--- src/logic/mc_pkg.sv ---
// Purpose: Constants and types of the motor mode and status control block
// Assumes: 16-bit register words, 12-bit analog samples
// Notes:   Register addresses are the printed word addresses
package mc_pkg;
    // ==========================================
    // Register addresses
    localparam logic [15:0] MC_A_SHORT_CLR  = 16'h4000;
    localparam logic [15:0] MC_A_LOOP_EN    = 16'h4001;
    localparam logic [15:0] MC_A_SRC_SEL    = 16'h4002;
    localparam logic [15:0] MC_A_BRAKE_SEL  = 16'h4003;
    localparam logic [15:0] MC_A_ACCEL      = 16'h3000;
    localparam logic [15:0] MC_A_DECEL      = 16'h3001;
    localparam logic [15:0] MC_A_SP_CLOSED  = 16'h3002;
    localparam logic [15:0] MC_A_SP_OPEN    = 16'h3003;
    localparam logic [15:0] MC_A_ILIM_MODE  = 16'h300E;
    localparam logic [15:0] MC_A_ILIM_VAL   = 16'h1002;
    localparam logic [15:0] MC_A_BEMF_TGT   = 16'h1003;
    localparam logic [15:0] MC_A_BEMF_ACT   = 16'h1004;
    localparam logic [15:0] MC_A_PWM_TGT    = 16'h1006;
    localparam logic [15:0] MC_A_PWM_ACT    = 16'h1007;
    localparam logic [15:0] MC_A_STATUS     = 16'h1000;
    // ==========================================
    // Reset values and encodings
    localparam logic [15:0] MC_RST_ACCEL    = 16'h0010;
    localparam logic [15:0] MC_RST_DECEL    = 16'h0010;
    localparam logic [1:0]  MC_ILIM_OFF     = 2'h0;
    localparam logic [1:0]  MC_ILIM_HW      = 2'h1;
    localparam logic [1:0]  MC_ILIM_SWHW    = 2'h2;
    localparam logic [11:0] MC_KNOB_STOP    = 12'h010;
    // ==========================================
    // Timing
    localparam int MC_CLK_HZ    = 100_000_000;
    localparam int MC_BLINK_HZ  = 2;
    localparam int MC_BLINK_CYC = MC_CLK_HZ / (2 * MC_BLINK_HZ);
    localparam int MC_RAMP_US   = 100;
    localparam int MC_RAMP_CYC  = MC_RAMP_US * (MC_CLK_HZ / 1_000_000);
    // ==========================================
    // Types
    typedef struct packed {
        logic [11:0] knob;
        logic [11:0] trim_lo;
        logic [11:0] trim_hi;
        logic [11:0] trim_ilim;
        logic [11:0] current;
        logic [11:0] bemf;
    } mc_meas_t;
    typedef struct packed {
        logic short_det;
        logic over_cur;
        logic hw_peak_lim;
    } mc_flags_t;
    typedef struct packed {
        logic red;
        logic green;
    } mc_led_t;
    typedef enum logic [2:0] {
        MC_ST_RUN   = 3'b001,
        MC_ST_STOP  = 3'b010,
        MC_ST_FAULT = 3'b100
    } mc_state_t;
endpackage

--- src/logic/mc_ctrl.sv ---
// Purpose: Mode control and status indication of a brush DC motor controller
// Assumes: Analog samples and fault pins are asynchronous and synchronised here
// Notes:   Register port is a word-addressed read/write strobe interface
// How it works
// - Short clear works only once cause gone
// - Loop enable one: closed-loop BEMF stabilisation
// - Loop enable zero: open-loop setpoint
// - Source select picks register or knob
// - Brake select shorts terminals in stop
// - Knob at CCW end forces stop
// - Short or overcurrent: drive off, fault
// - Latched short fault: steady red
// - Current limiting: blinking green plus red
// - Nonzero PWM, no fault: blinking green
// - Zero PWM, no fault: steady green
// - Limit mode register, trimmer value readback
// - Ramp with accel and decel rates
// - Knob spans low to high trim
// - Ready after power: LED lit steadily
// - Limit mode 0 off, 1 hw, 2 both
module mc_ctrl
    import mc_pkg::*;
#(
    parameter int BLINK_CYC = MC_BLINK_CYC,
    parameter int RAMP_CYC  = MC_RAMP_CYC
) (
    input  wire logic        i_clk,
    input  wire logic        i_rst,
    input  wire logic        i_reg_wr,
    input  wire logic        i_reg_rd,
    input  wire logic [15:0] i_reg_addr,
    input  wire logic [15:0] i_reg_wdata,
    output logic      [15:0] o_reg_rdata,
    output logic             o_reg_ack,
    input  wire mc_meas_t    i_meas,
    input  wire mc_flags_t   i_flags,
    output logic      [11:0] o_pwm,
    output logic             o_drive_en,
    output logic             o_brake_short,
    output logic             o_forced_stop,
    output logic             o_fault,
    output mc_led_t          o_led
);
    // ==========================================
    // Input synchronisers
    mc_meas_t  meas_s1_q, meas_q;
    mc_flags_t flg_s1_q, flg_q;
    always_ff @(posedge i_clk) begin
        meas_s1_q <= i_meas;
        meas_q    <= meas_s1_q;
        flg_s1_q  <= i_flags;
        flg_q     <= flg_s1_q;
    end

    function automatic logic [11:0] step_to(input logic [11:0] cur, input logic [11:0] tgt,
                                            input logic [15:0] up, input logic [15:0] dn);
        logic [12:0] s;
        s = 13'h0000;
        if (tgt > cur) begin
            s = {1'b0, cur} + {1'b0, (up[15:12] != 4'h0) ? 12'hFFF : up[11:0]};
            step_to = (s > {1'b0, tgt}) ? tgt : s[11:0];
        end else begin
            s = {1'b0, cur} - {1'b0, (dn[15:12] != 4'h0) ? 12'hFFF : dn[11:0]};
            step_to = (s[12] || s[11:0] < tgt) ? tgt : s[11:0];
        end
    endfunction

    // ==========================================
    // State
    mc_state_t   st_q, st_d;
    logic        loop_en_q, loop_en_d, src_sel_q, src_sel_d, brk_q, brk_d;
    logic        short_q, short_d, ready_q, ready_d, blink_q, blink_d;
    logic [15:0] accel_q, accel_d, decel_q, decel_d, spc_q, spc_d, spo_q, spo_d;
    logic [1:0]  ilim_q, ilim_d;
    logic [11:0] pwm_q, pwm_d, ptgt_q, ptgt_d, btgt_q, btgt_d;
    logic [31:0] bcnt_q, bcnt_d, rcnt_q, rcnt_d;
    logic [15:0] rdata_q, rdata_d;
    logic        ack_q, ack_d;
    logic [23:0] span;
    logic [11:0] knob_sp, sp;
    logic        tick, stop_req, sw_lim, lim_act, clr_req;

    always_comb begin
        span     = 24'h000000;
        knob_sp  = 12'h000;
        sp       = 12'h000;
        st_d     = st_q;
        loop_en_d = loop_en_q;
        src_sel_d = src_sel_q;
        brk_d    = brk_q;
        accel_d  = accel_q;
        decel_d  = decel_q;
        spc_d    = spc_q;
        spo_d    = spo_q;
        ilim_d   = ilim_q;
        ready_d  = 1'b1;
        rdata_d  = 16'h0000;
        ack_d    = i_reg_wr | i_reg_rd;
        clr_req  = 1'b0;
        // Knob mapped between the speed trims
        if (meas_q.trim_hi > meas_q.trim_lo) begin
            span = 24'((meas_q.trim_hi - meas_q.trim_lo) * meas_q.knob);
        end
        knob_sp  = meas_q.trim_lo + span[23:12];
        stop_req = meas_q.knob <= MC_KNOB_STOP;
        // Setpoint source and loop mode
        if (src_sel_q) begin
            sp = loop_en_q ? spc_q[11:0] : spo_q[11:0];
        end else begin
            sp = knob_sp;
        end
        sw_lim  = (ilim_q == MC_ILIM_SWHW) && (meas_q.current > meas_q.trim_ilim);
        lim_act = ((ilim_q == MC_ILIM_HW || ilim_q == MC_ILIM_SWHW) && flg_q.hw_peak_lim) || sw_lim;
        // Register writes
        if (i_reg_wr) begin
            case (i_reg_addr)
                MC_A_SHORT_CLR: clr_req = i_reg_wdata[0];
                MC_A_LOOP_EN:   loop_en_d = i_reg_wdata[0];
                MC_A_SRC_SEL:   src_sel_d = i_reg_wdata[0];
                MC_A_BRAKE_SEL: brk_d = i_reg_wdata[0];
                MC_A_ACCEL:     accel_d = i_reg_wdata;
                MC_A_DECEL:     decel_d = i_reg_wdata;
                MC_A_SP_CLOSED: spc_d = i_reg_wdata;
                MC_A_SP_OPEN:   spo_d = i_reg_wdata;
                MC_A_ILIM_MODE: ilim_d = i_reg_wdata[1:0];
                default: ;
            endcase
        end
        // Register reads
        if (i_reg_rd) begin
            case (i_reg_addr)
                MC_A_LOOP_EN:   rdata_d = {15'h0000, loop_en_q};
                MC_A_SRC_SEL:   rdata_d = {15'h0000, src_sel_q};
                MC_A_BRAKE_SEL: rdata_d = {15'h0000, brk_q};
                MC_A_ACCEL:     rdata_d = accel_q;
                MC_A_DECEL:     rdata_d = decel_q;
                MC_A_SP_CLOSED: rdata_d = spc_q;
                MC_A_SP_OPEN:   rdata_d = spo_q;
                MC_A_ILIM_MODE: rdata_d = {14'h0000, ilim_q};
                MC_A_ILIM_VAL:  rdata_d = {4'h0, meas_q.trim_ilim};
                MC_A_BEMF_TGT:  rdata_d = {4'h0, btgt_q};
                MC_A_BEMF_ACT:  rdata_d = {4'h0, meas_q.bemf};
                MC_A_PWM_TGT:   rdata_d = {4'h0, ptgt_q};
                MC_A_PWM_ACT:   rdata_d = {4'h0, pwm_q};
                MC_A_STATUS:    rdata_d = {11'h000, lim_act, short_q, st_q};
                default:        rdata_d = 16'h0000;
            endcase
        end
        // Short fault latch: set wins over clear
        short_d = short_q;
        if (clr_req && !flg_q.short_det) begin
            short_d = 1'b0;
        end
        if (flg_q.short_det) begin
            short_d = 1'b1;
        end
        // Mode sequencing
        case (st_q)
            MC_ST_RUN: begin
                if (flg_q.short_det || flg_q.over_cur) begin
                    st_d = MC_ST_FAULT;
                end else if (stop_req) begin
                    st_d = MC_ST_STOP;
                end
            end
            MC_ST_STOP: begin
                if (flg_q.short_det || flg_q.over_cur) begin
                    st_d = MC_ST_FAULT;
                end else if (!stop_req) begin
                    st_d = MC_ST_RUN;
                end
            end
            MC_ST_FAULT: begin
                if (!short_d && !flg_q.over_cur) begin
                    st_d = stop_req ? MC_ST_STOP : MC_ST_RUN;
                end
            end
            default: st_d = MC_ST_FAULT;
        endcase
        // Ramp tick
        tick   = rcnt_q >= 32'(RAMP_CYC - 1);
        rcnt_d = tick ? 32'h00000000 : rcnt_q + 32'h00000001;
        // Target PWM: open loop direct, closed loop trims on BEMF error
        btgt_d = loop_en_q ? sp : 12'h000;
        ptgt_d = ptgt_q;
        if (!loop_en_q) begin
            ptgt_d = sp;
        end else if (tick) begin
            if (meas_q.bemf < btgt_q && ptgt_q != 12'hFFF) begin
                ptgt_d = ptgt_q + 12'h001;
            end else if (meas_q.bemf > btgt_q && ptgt_q != 12'h000) begin
                ptgt_d = ptgt_q - 12'h001;
            end
        end
        // Actual PWM ramp
        pwm_d = pwm_q;
        if (st_q != MC_ST_RUN) begin
            pwm_d  = 12'h000;
            ptgt_d = loop_en_q ? 12'h000 : ptgt_d;
        end else if (tick) begin
            if (sw_lim) begin
                pwm_d = step_to(pwm_q, 12'h000, accel_q, 16'h0001);
            end else begin
                pwm_d = step_to(pwm_q, ptgt_q, accel_q, decel_q);
            end
        end
        // Blink timebase
        blink_d = blink_q;
        bcnt_d  = bcnt_q + 32'h00000001;
        if (bcnt_q >= 32'(BLINK_CYC - 1)) begin
            bcnt_d  = 32'h00000000;
            blink_d = !blink_q;
        end
    end

    always_ff @(posedge i_clk) begin
        if (i_rst) begin
            st_q      <= MC_ST_STOP;
            loop_en_q <= 1'b0;
            src_sel_q <= 1'b0;
            brk_q     <= 1'b0;
            short_q   <= 1'b0;
            ready_q   <= 1'b0;
            blink_q   <= 1'b0;
            accel_q   <= MC_RST_ACCEL;
            decel_q   <= MC_RST_DECEL;
            spc_q     <= 16'h0000;
            spo_q     <= 16'h0000;
            ilim_q    <= MC_ILIM_OFF;
            pwm_q     <= 12'h000;
            ptgt_q    <= 12'h000;
            btgt_q    <= 12'h000;
            bcnt_q    <= 32'h00000000;
            rcnt_q    <= 32'h00000000;
            rdata_q   <= 16'h0000;
            ack_q     <= 1'b0;
        end else begin
            st_q      <= st_d;
            loop_en_q <= loop_en_d;
            src_sel_q <= src_sel_d;
            brk_q     <= brk_d;
            short_q   <= short_d;
            ready_q   <= ready_d;
            blink_q   <= blink_d;
            accel_q   <= accel_d;
            decel_q   <= decel_d;
            spc_q     <= spc_d;
            spo_q     <= spo_d;
            ilim_q    <= ilim_d;
            pwm_q     <= pwm_d;
            ptgt_q    <= ptgt_d;
            btgt_q    <= btgt_d;
            bcnt_q    <= bcnt_d;
            rcnt_q    <= rcnt_d;
            rdata_q   <= rdata_d;
            ack_q     <= ack_d;
        end
    end

    // ==========================================
    // LED and drive outputs
    mc_led_t led_d, led_q;
    always_comb begin
        led_d = '{red: 1'b0, green: 1'b0};
        if (!ready_q) begin
            led_d = '{red: 1'b0, green: 1'b0};
        end else if (short_q || st_q == MC_ST_FAULT) begin
            led_d = '{red: 1'b1, green: 1'b0};
        end else if (lim_act) begin
            led_d = '{red: 1'b1, green: blink_q};
        end else if (pwm_q != 12'h000) begin
            led_d = '{red: 1'b0, green: blink_q};
        end else begin
            led_d = '{red: 1'b0, green: 1'b1};
        end
    end

    logic drv_q, drv_d, brs_q, brs_d;
    always_comb begin
        drv_d = (st_q == MC_ST_RUN) && !short_q;
        brs_d = (st_q == MC_ST_STOP) && brk_q;
    end

    always_ff @(posedge i_clk) begin
        if (i_rst) begin
            led_q <= '{red: 1'b0, green: 1'b0};
            drv_q <= 1'b0;
            brs_q <= 1'b0;
        end else begin
            led_q <= led_d;
            drv_q <= drv_d;
            brs_q <= brs_d;
        end
    end

    assign o_led         = led_q;
    assign o_drive_en    = drv_q;
    assign o_brake_short = brs_q;
    assign o_pwm         = pwm_q;
    assign o_forced_stop = st_q == MC_ST_STOP;
    assign o_fault       = st_q == MC_ST_FAULT;
    assign o_reg_rdata   = rdata_q;
    assign o_reg_ack     = ack_q;
endmodule

--- config.mk ---
export PLATFORM = sky130hd
export DESIGN_NAME = mc_ctrl
export DESIGN_NICKNAME = d
export VERILOG_FILES = /design/src/logic/mc_pkg.sv /design/src/logic/mc_ctrl.sv
export SDC_FILE = /design/constraint.sdc
export NUM_CORES = 1
export LEC_CHECK = 0
export BUFFER_PORTS_ARGS = -buffer_cell sky130_fd_sc_hd__buf_2
export CAP_MARGIN = 20
export CORE_MARGIN = 5
export CORE_UTILIZATION = 30
export DETAILED_ROUTE_END_ITERATION = 6
export MAX_ROUTING_LAYER = met4
export PLACE_DENSITY = 0.52
export SKIP_CTS_REPAIR_TIMING = 1
export SLEW_MARGIN = 0
export SYNTH_ARGS = -nofsm -noshare
export SYNTH_HDL_FRONTEND = slang
export SYNTH_SLANG_ARGS = --single-unit
--- constraint.sdc ---
create_clock -name i_clk -period 18.7 [get_ports i_clk]
set_input_delay 4.675 -clock i_clk [delete_from_list [all_inputs] [get_ports i_clk]]
set_output_delay 4.675 -clock i_clk [all_outputs]
set_load 0.005 [all_outputs]
==> results.json <==
{
  "status": "finished clean",
  "worstSetupPathType": "flip-flop to flip-flop",
  "clkTransAtPathRegs_ns": 0.06,
  "cp_data_arrival_time_ns": 9.51,
  "ys.flop_type": "dfxtp_1",
  "grt_pass1_wl_mm": 101.4,
  "worst_setup_path_end_kind": "flip-flop",
  "clkSinkCount": 346,
  "ioPinCount": 146,
  "setup_tns_ns": 0,
  "slowest_delay_ns": 0.87,
  "core_area_um2": 68710,
  "ant_nets": 0,
  "dieArea_um2": 74720,
  "synth_edf_count": 0,
  "chipHeight_um": 273.3,
  "crit_path_start": "meas_q[49]$_DFF_P_",
  "ys_types": 84,
  "hold_class": "flip-flop to flip-flop",
  "area_delta_synth_final_pct": 16.31,
  "grt.overflow.total": 0,
  "start_kind": "flip-flop",
  "r2r_start": "meas_q[49]$_DFF_P_",
  "postPlaceCellArea_um2": 22560,
  "first_iter_violations": 1311,
  "place_ws_ns": 9.654,
  "grt.total_usage_pct": 17.68,
  "numCtsBuffers": 42,
  "vias": 16920,
  "grt_start_max_net_pins": 56,
  "cts_buffer_depth": 3,
  "final_cells": 3431,
  "fin_area_um2": 24200,
  "async_flop_share_pct": 0,
  "cts_tree": "yes",
  "post-route-period-util_pct": 48.28,
  "clock_tree.root_cell": "clkbuf_16",
  "regArea_um2": 6927,
  "drive_gt1_share_pct": 11.20,
  "syn_area_per_cell_um2": 8.964,
  "totalWireLength_mm": 64.81,
  "ctsHtreeMaxLevel": 2,
  "antenna_found_initial": 5,
  "rows": 96,
  "pwr_density_cell_nw_per_um2": 228.5,
  "final_common_cell": "dfxtp_1",
  "fillerInstances": 7154,
  "cpMostUsedCell": "fa_1",
  "slew_headroom_pct": 18.14,
  "setup_viol": 0,
  "period_needed_ns": 9.028,
  "rsz0062_at_grt": "false",
  "fin_ws_ns": 9.672,
  "synthCells": 2321,
  "initial_utilization_pct": 30.28,
  "ys_seq_elements": 346,
  "drv_slew": 0,
  "drtPass1Iterations": 5,
  "synth_area_um2": 20800,
  "required_ns": 19.18,
  "critPathMaxFanout": 12,
  "leakage_nw": 10.39,
  "final_cell_mix": "346 x dfxtp_1, 282 x inv_1, 278 x nand2_1",
  "hold_viol": 0,
  "num-nets-final": 2884,
  "clock_latency_ns": 0.59,
  "tightest_slew_ns": 1.223,
  "portBuffers": 145,
  "grt_pass1_vias": 17400,
  "placed_cells": 3349,
  "timing.max_cap.violations": 0,
  "hp-start": "meas_s1_q[48]$_DFF_P_",
  "place.gp.congestion": 0.9465,
  "wl_per_cell_um": 18.89,
  "yosysSeqAreaShare_pct": 33.29,
  "via_per_inst": 4.933,
  "die_w_um": 273.3,
  "finalClockSkew_ns": 0.03713,
  "dpl.hpwl_mm": 50.44,
  "irDropWorstVdd_v": 0.0003021,
  "multi_input_area_um2": 12580,
  "drc_errors": 0,
  "crit_slowest_cell": "xor2_1",
  "synth_warnings": 0,
  "max_freq_mhz": 110.8
}
## critical path: cells and delay by family, from the launching register on
kind,cells,cell delay [ns]
adders and majority gates,8,3.54
and+or+nand+nor,9,1.33
xor gates and xnor gates,3,1.18
DFF,1,0.40
AOI/OAI and AO/OA,11,2.16
muxes,1,0.09
buffers and inverters,4,0.24
## layout make-up
class	instances	share of cell area, %
Antenna cell	1	0.01034
Clock buffer	43	4.359
Clock inverter	35	2.311
Inverter	282	4.374
Multi-Input combinational cell	1631	51.98
Sequential cell	346	28.62
Tap cell	931	4.814
Timing Repair Buffer	162	3.526
## metal layers
layer / track usage (%) / vias to the layer above / share of wire, %
li1: - / 8050 / -
met1: 23.15 / 8274 / 44
met2: 28.17 / 503 / 46
met3: 2.822 / 97 / 6.2
met4: 5.695 / 0 / 3.1
met5: - / - / 0
## kinds of logic after synthesis
kind of cell    Yosys count  synth area share (%)
simple gates            768                 17.92
compound gates          423                 13.78
buf+inv                 368                 6.742
flops                   346                 33.29
fa+ha+maj               308                 23.68
xor+xnor                 98                 4.126
mux                       9                0.4390
other cells               1               0.01802
## where the power goes
part           total (mW)  internal (mW)  switching [mW]
registers           0.837          0.783          0.0540
logic                3.75           1.57            2.19
clock network       0.938          0.586           0.351
## flip-flops by register name, indices dropped and copies added, names as in the netlist, 12 cells and up
name / cells
accel_q: 16
bcnt_q: 32
btgt_q: 12
decel_q: 16
meas_q: 72
meas_s1_q: 72
o_pwm: 12
o_reg_rdata: 16
ptgt_q: 12
rcnt_q: 32
spc_q: 16
spo_q: 16
## cell usage after synthesis, types with 10 or more instances
cell type	instances	area, um^2
dfxtp_1	346	6927
inv_1	282	1059
nand2_1	278	1044
ha_1	165	2064
nor2_1	146	548.0
fa_1	143	2863
a21oi_1	133	665.6
and2_1	73	456.7
clkbuf_1	72	270.3
xnor2_1	68	595.6
o21ai_0	56	280.3
nor2b_1	48	300.3
nor3_1	46	230.2
nand3_1	45	225.2
nand2b_1	33	206.5
xor2_1	30	262.8
a22oi_1	26	195.2
nand4_1	24	150.1
a21o_1	18	135.1
and3_1	18	112.6
a31oi_1	17	106.4
nor4_1	17	106.4
o21a_1	17	127.6
a221oi_1	15	131.4
a211oi_1	14	105.1
o22ai_1	12	75.07
a222oi_1	11	110.1
a22o_1	11	96.34
buf_2	11	55.05
o211ai_1	10	75.07
## worst paths after layout
path	to	slack, ns	depth (start not counted)
worst max-delay path	btgt_q[11]$_SDFF_PP0_	9.67	36
worst min-delay path	meas_q[48]$_DFF_P_	0.32	0
worst max register to register	btgt_q[11]$_SDFF_PP0_	9.67	36
worst min register to register	meas_q[48]$_DFF_P_	0.32	0
## metrics by stage
stage,utilization (%),power (mW),hold WS (ns)
finish,35.22,5.529,0.3154
detailed placement,32.83,4.610,0.3121
floorplan,-,3.657,0.3096
global placement,32.82,4.588,0.3105
CTS,35.18,5.583,0.3217
global route,35.22,6.152,0.3302
Note: power is estimated with default switching activity, not from simulation.
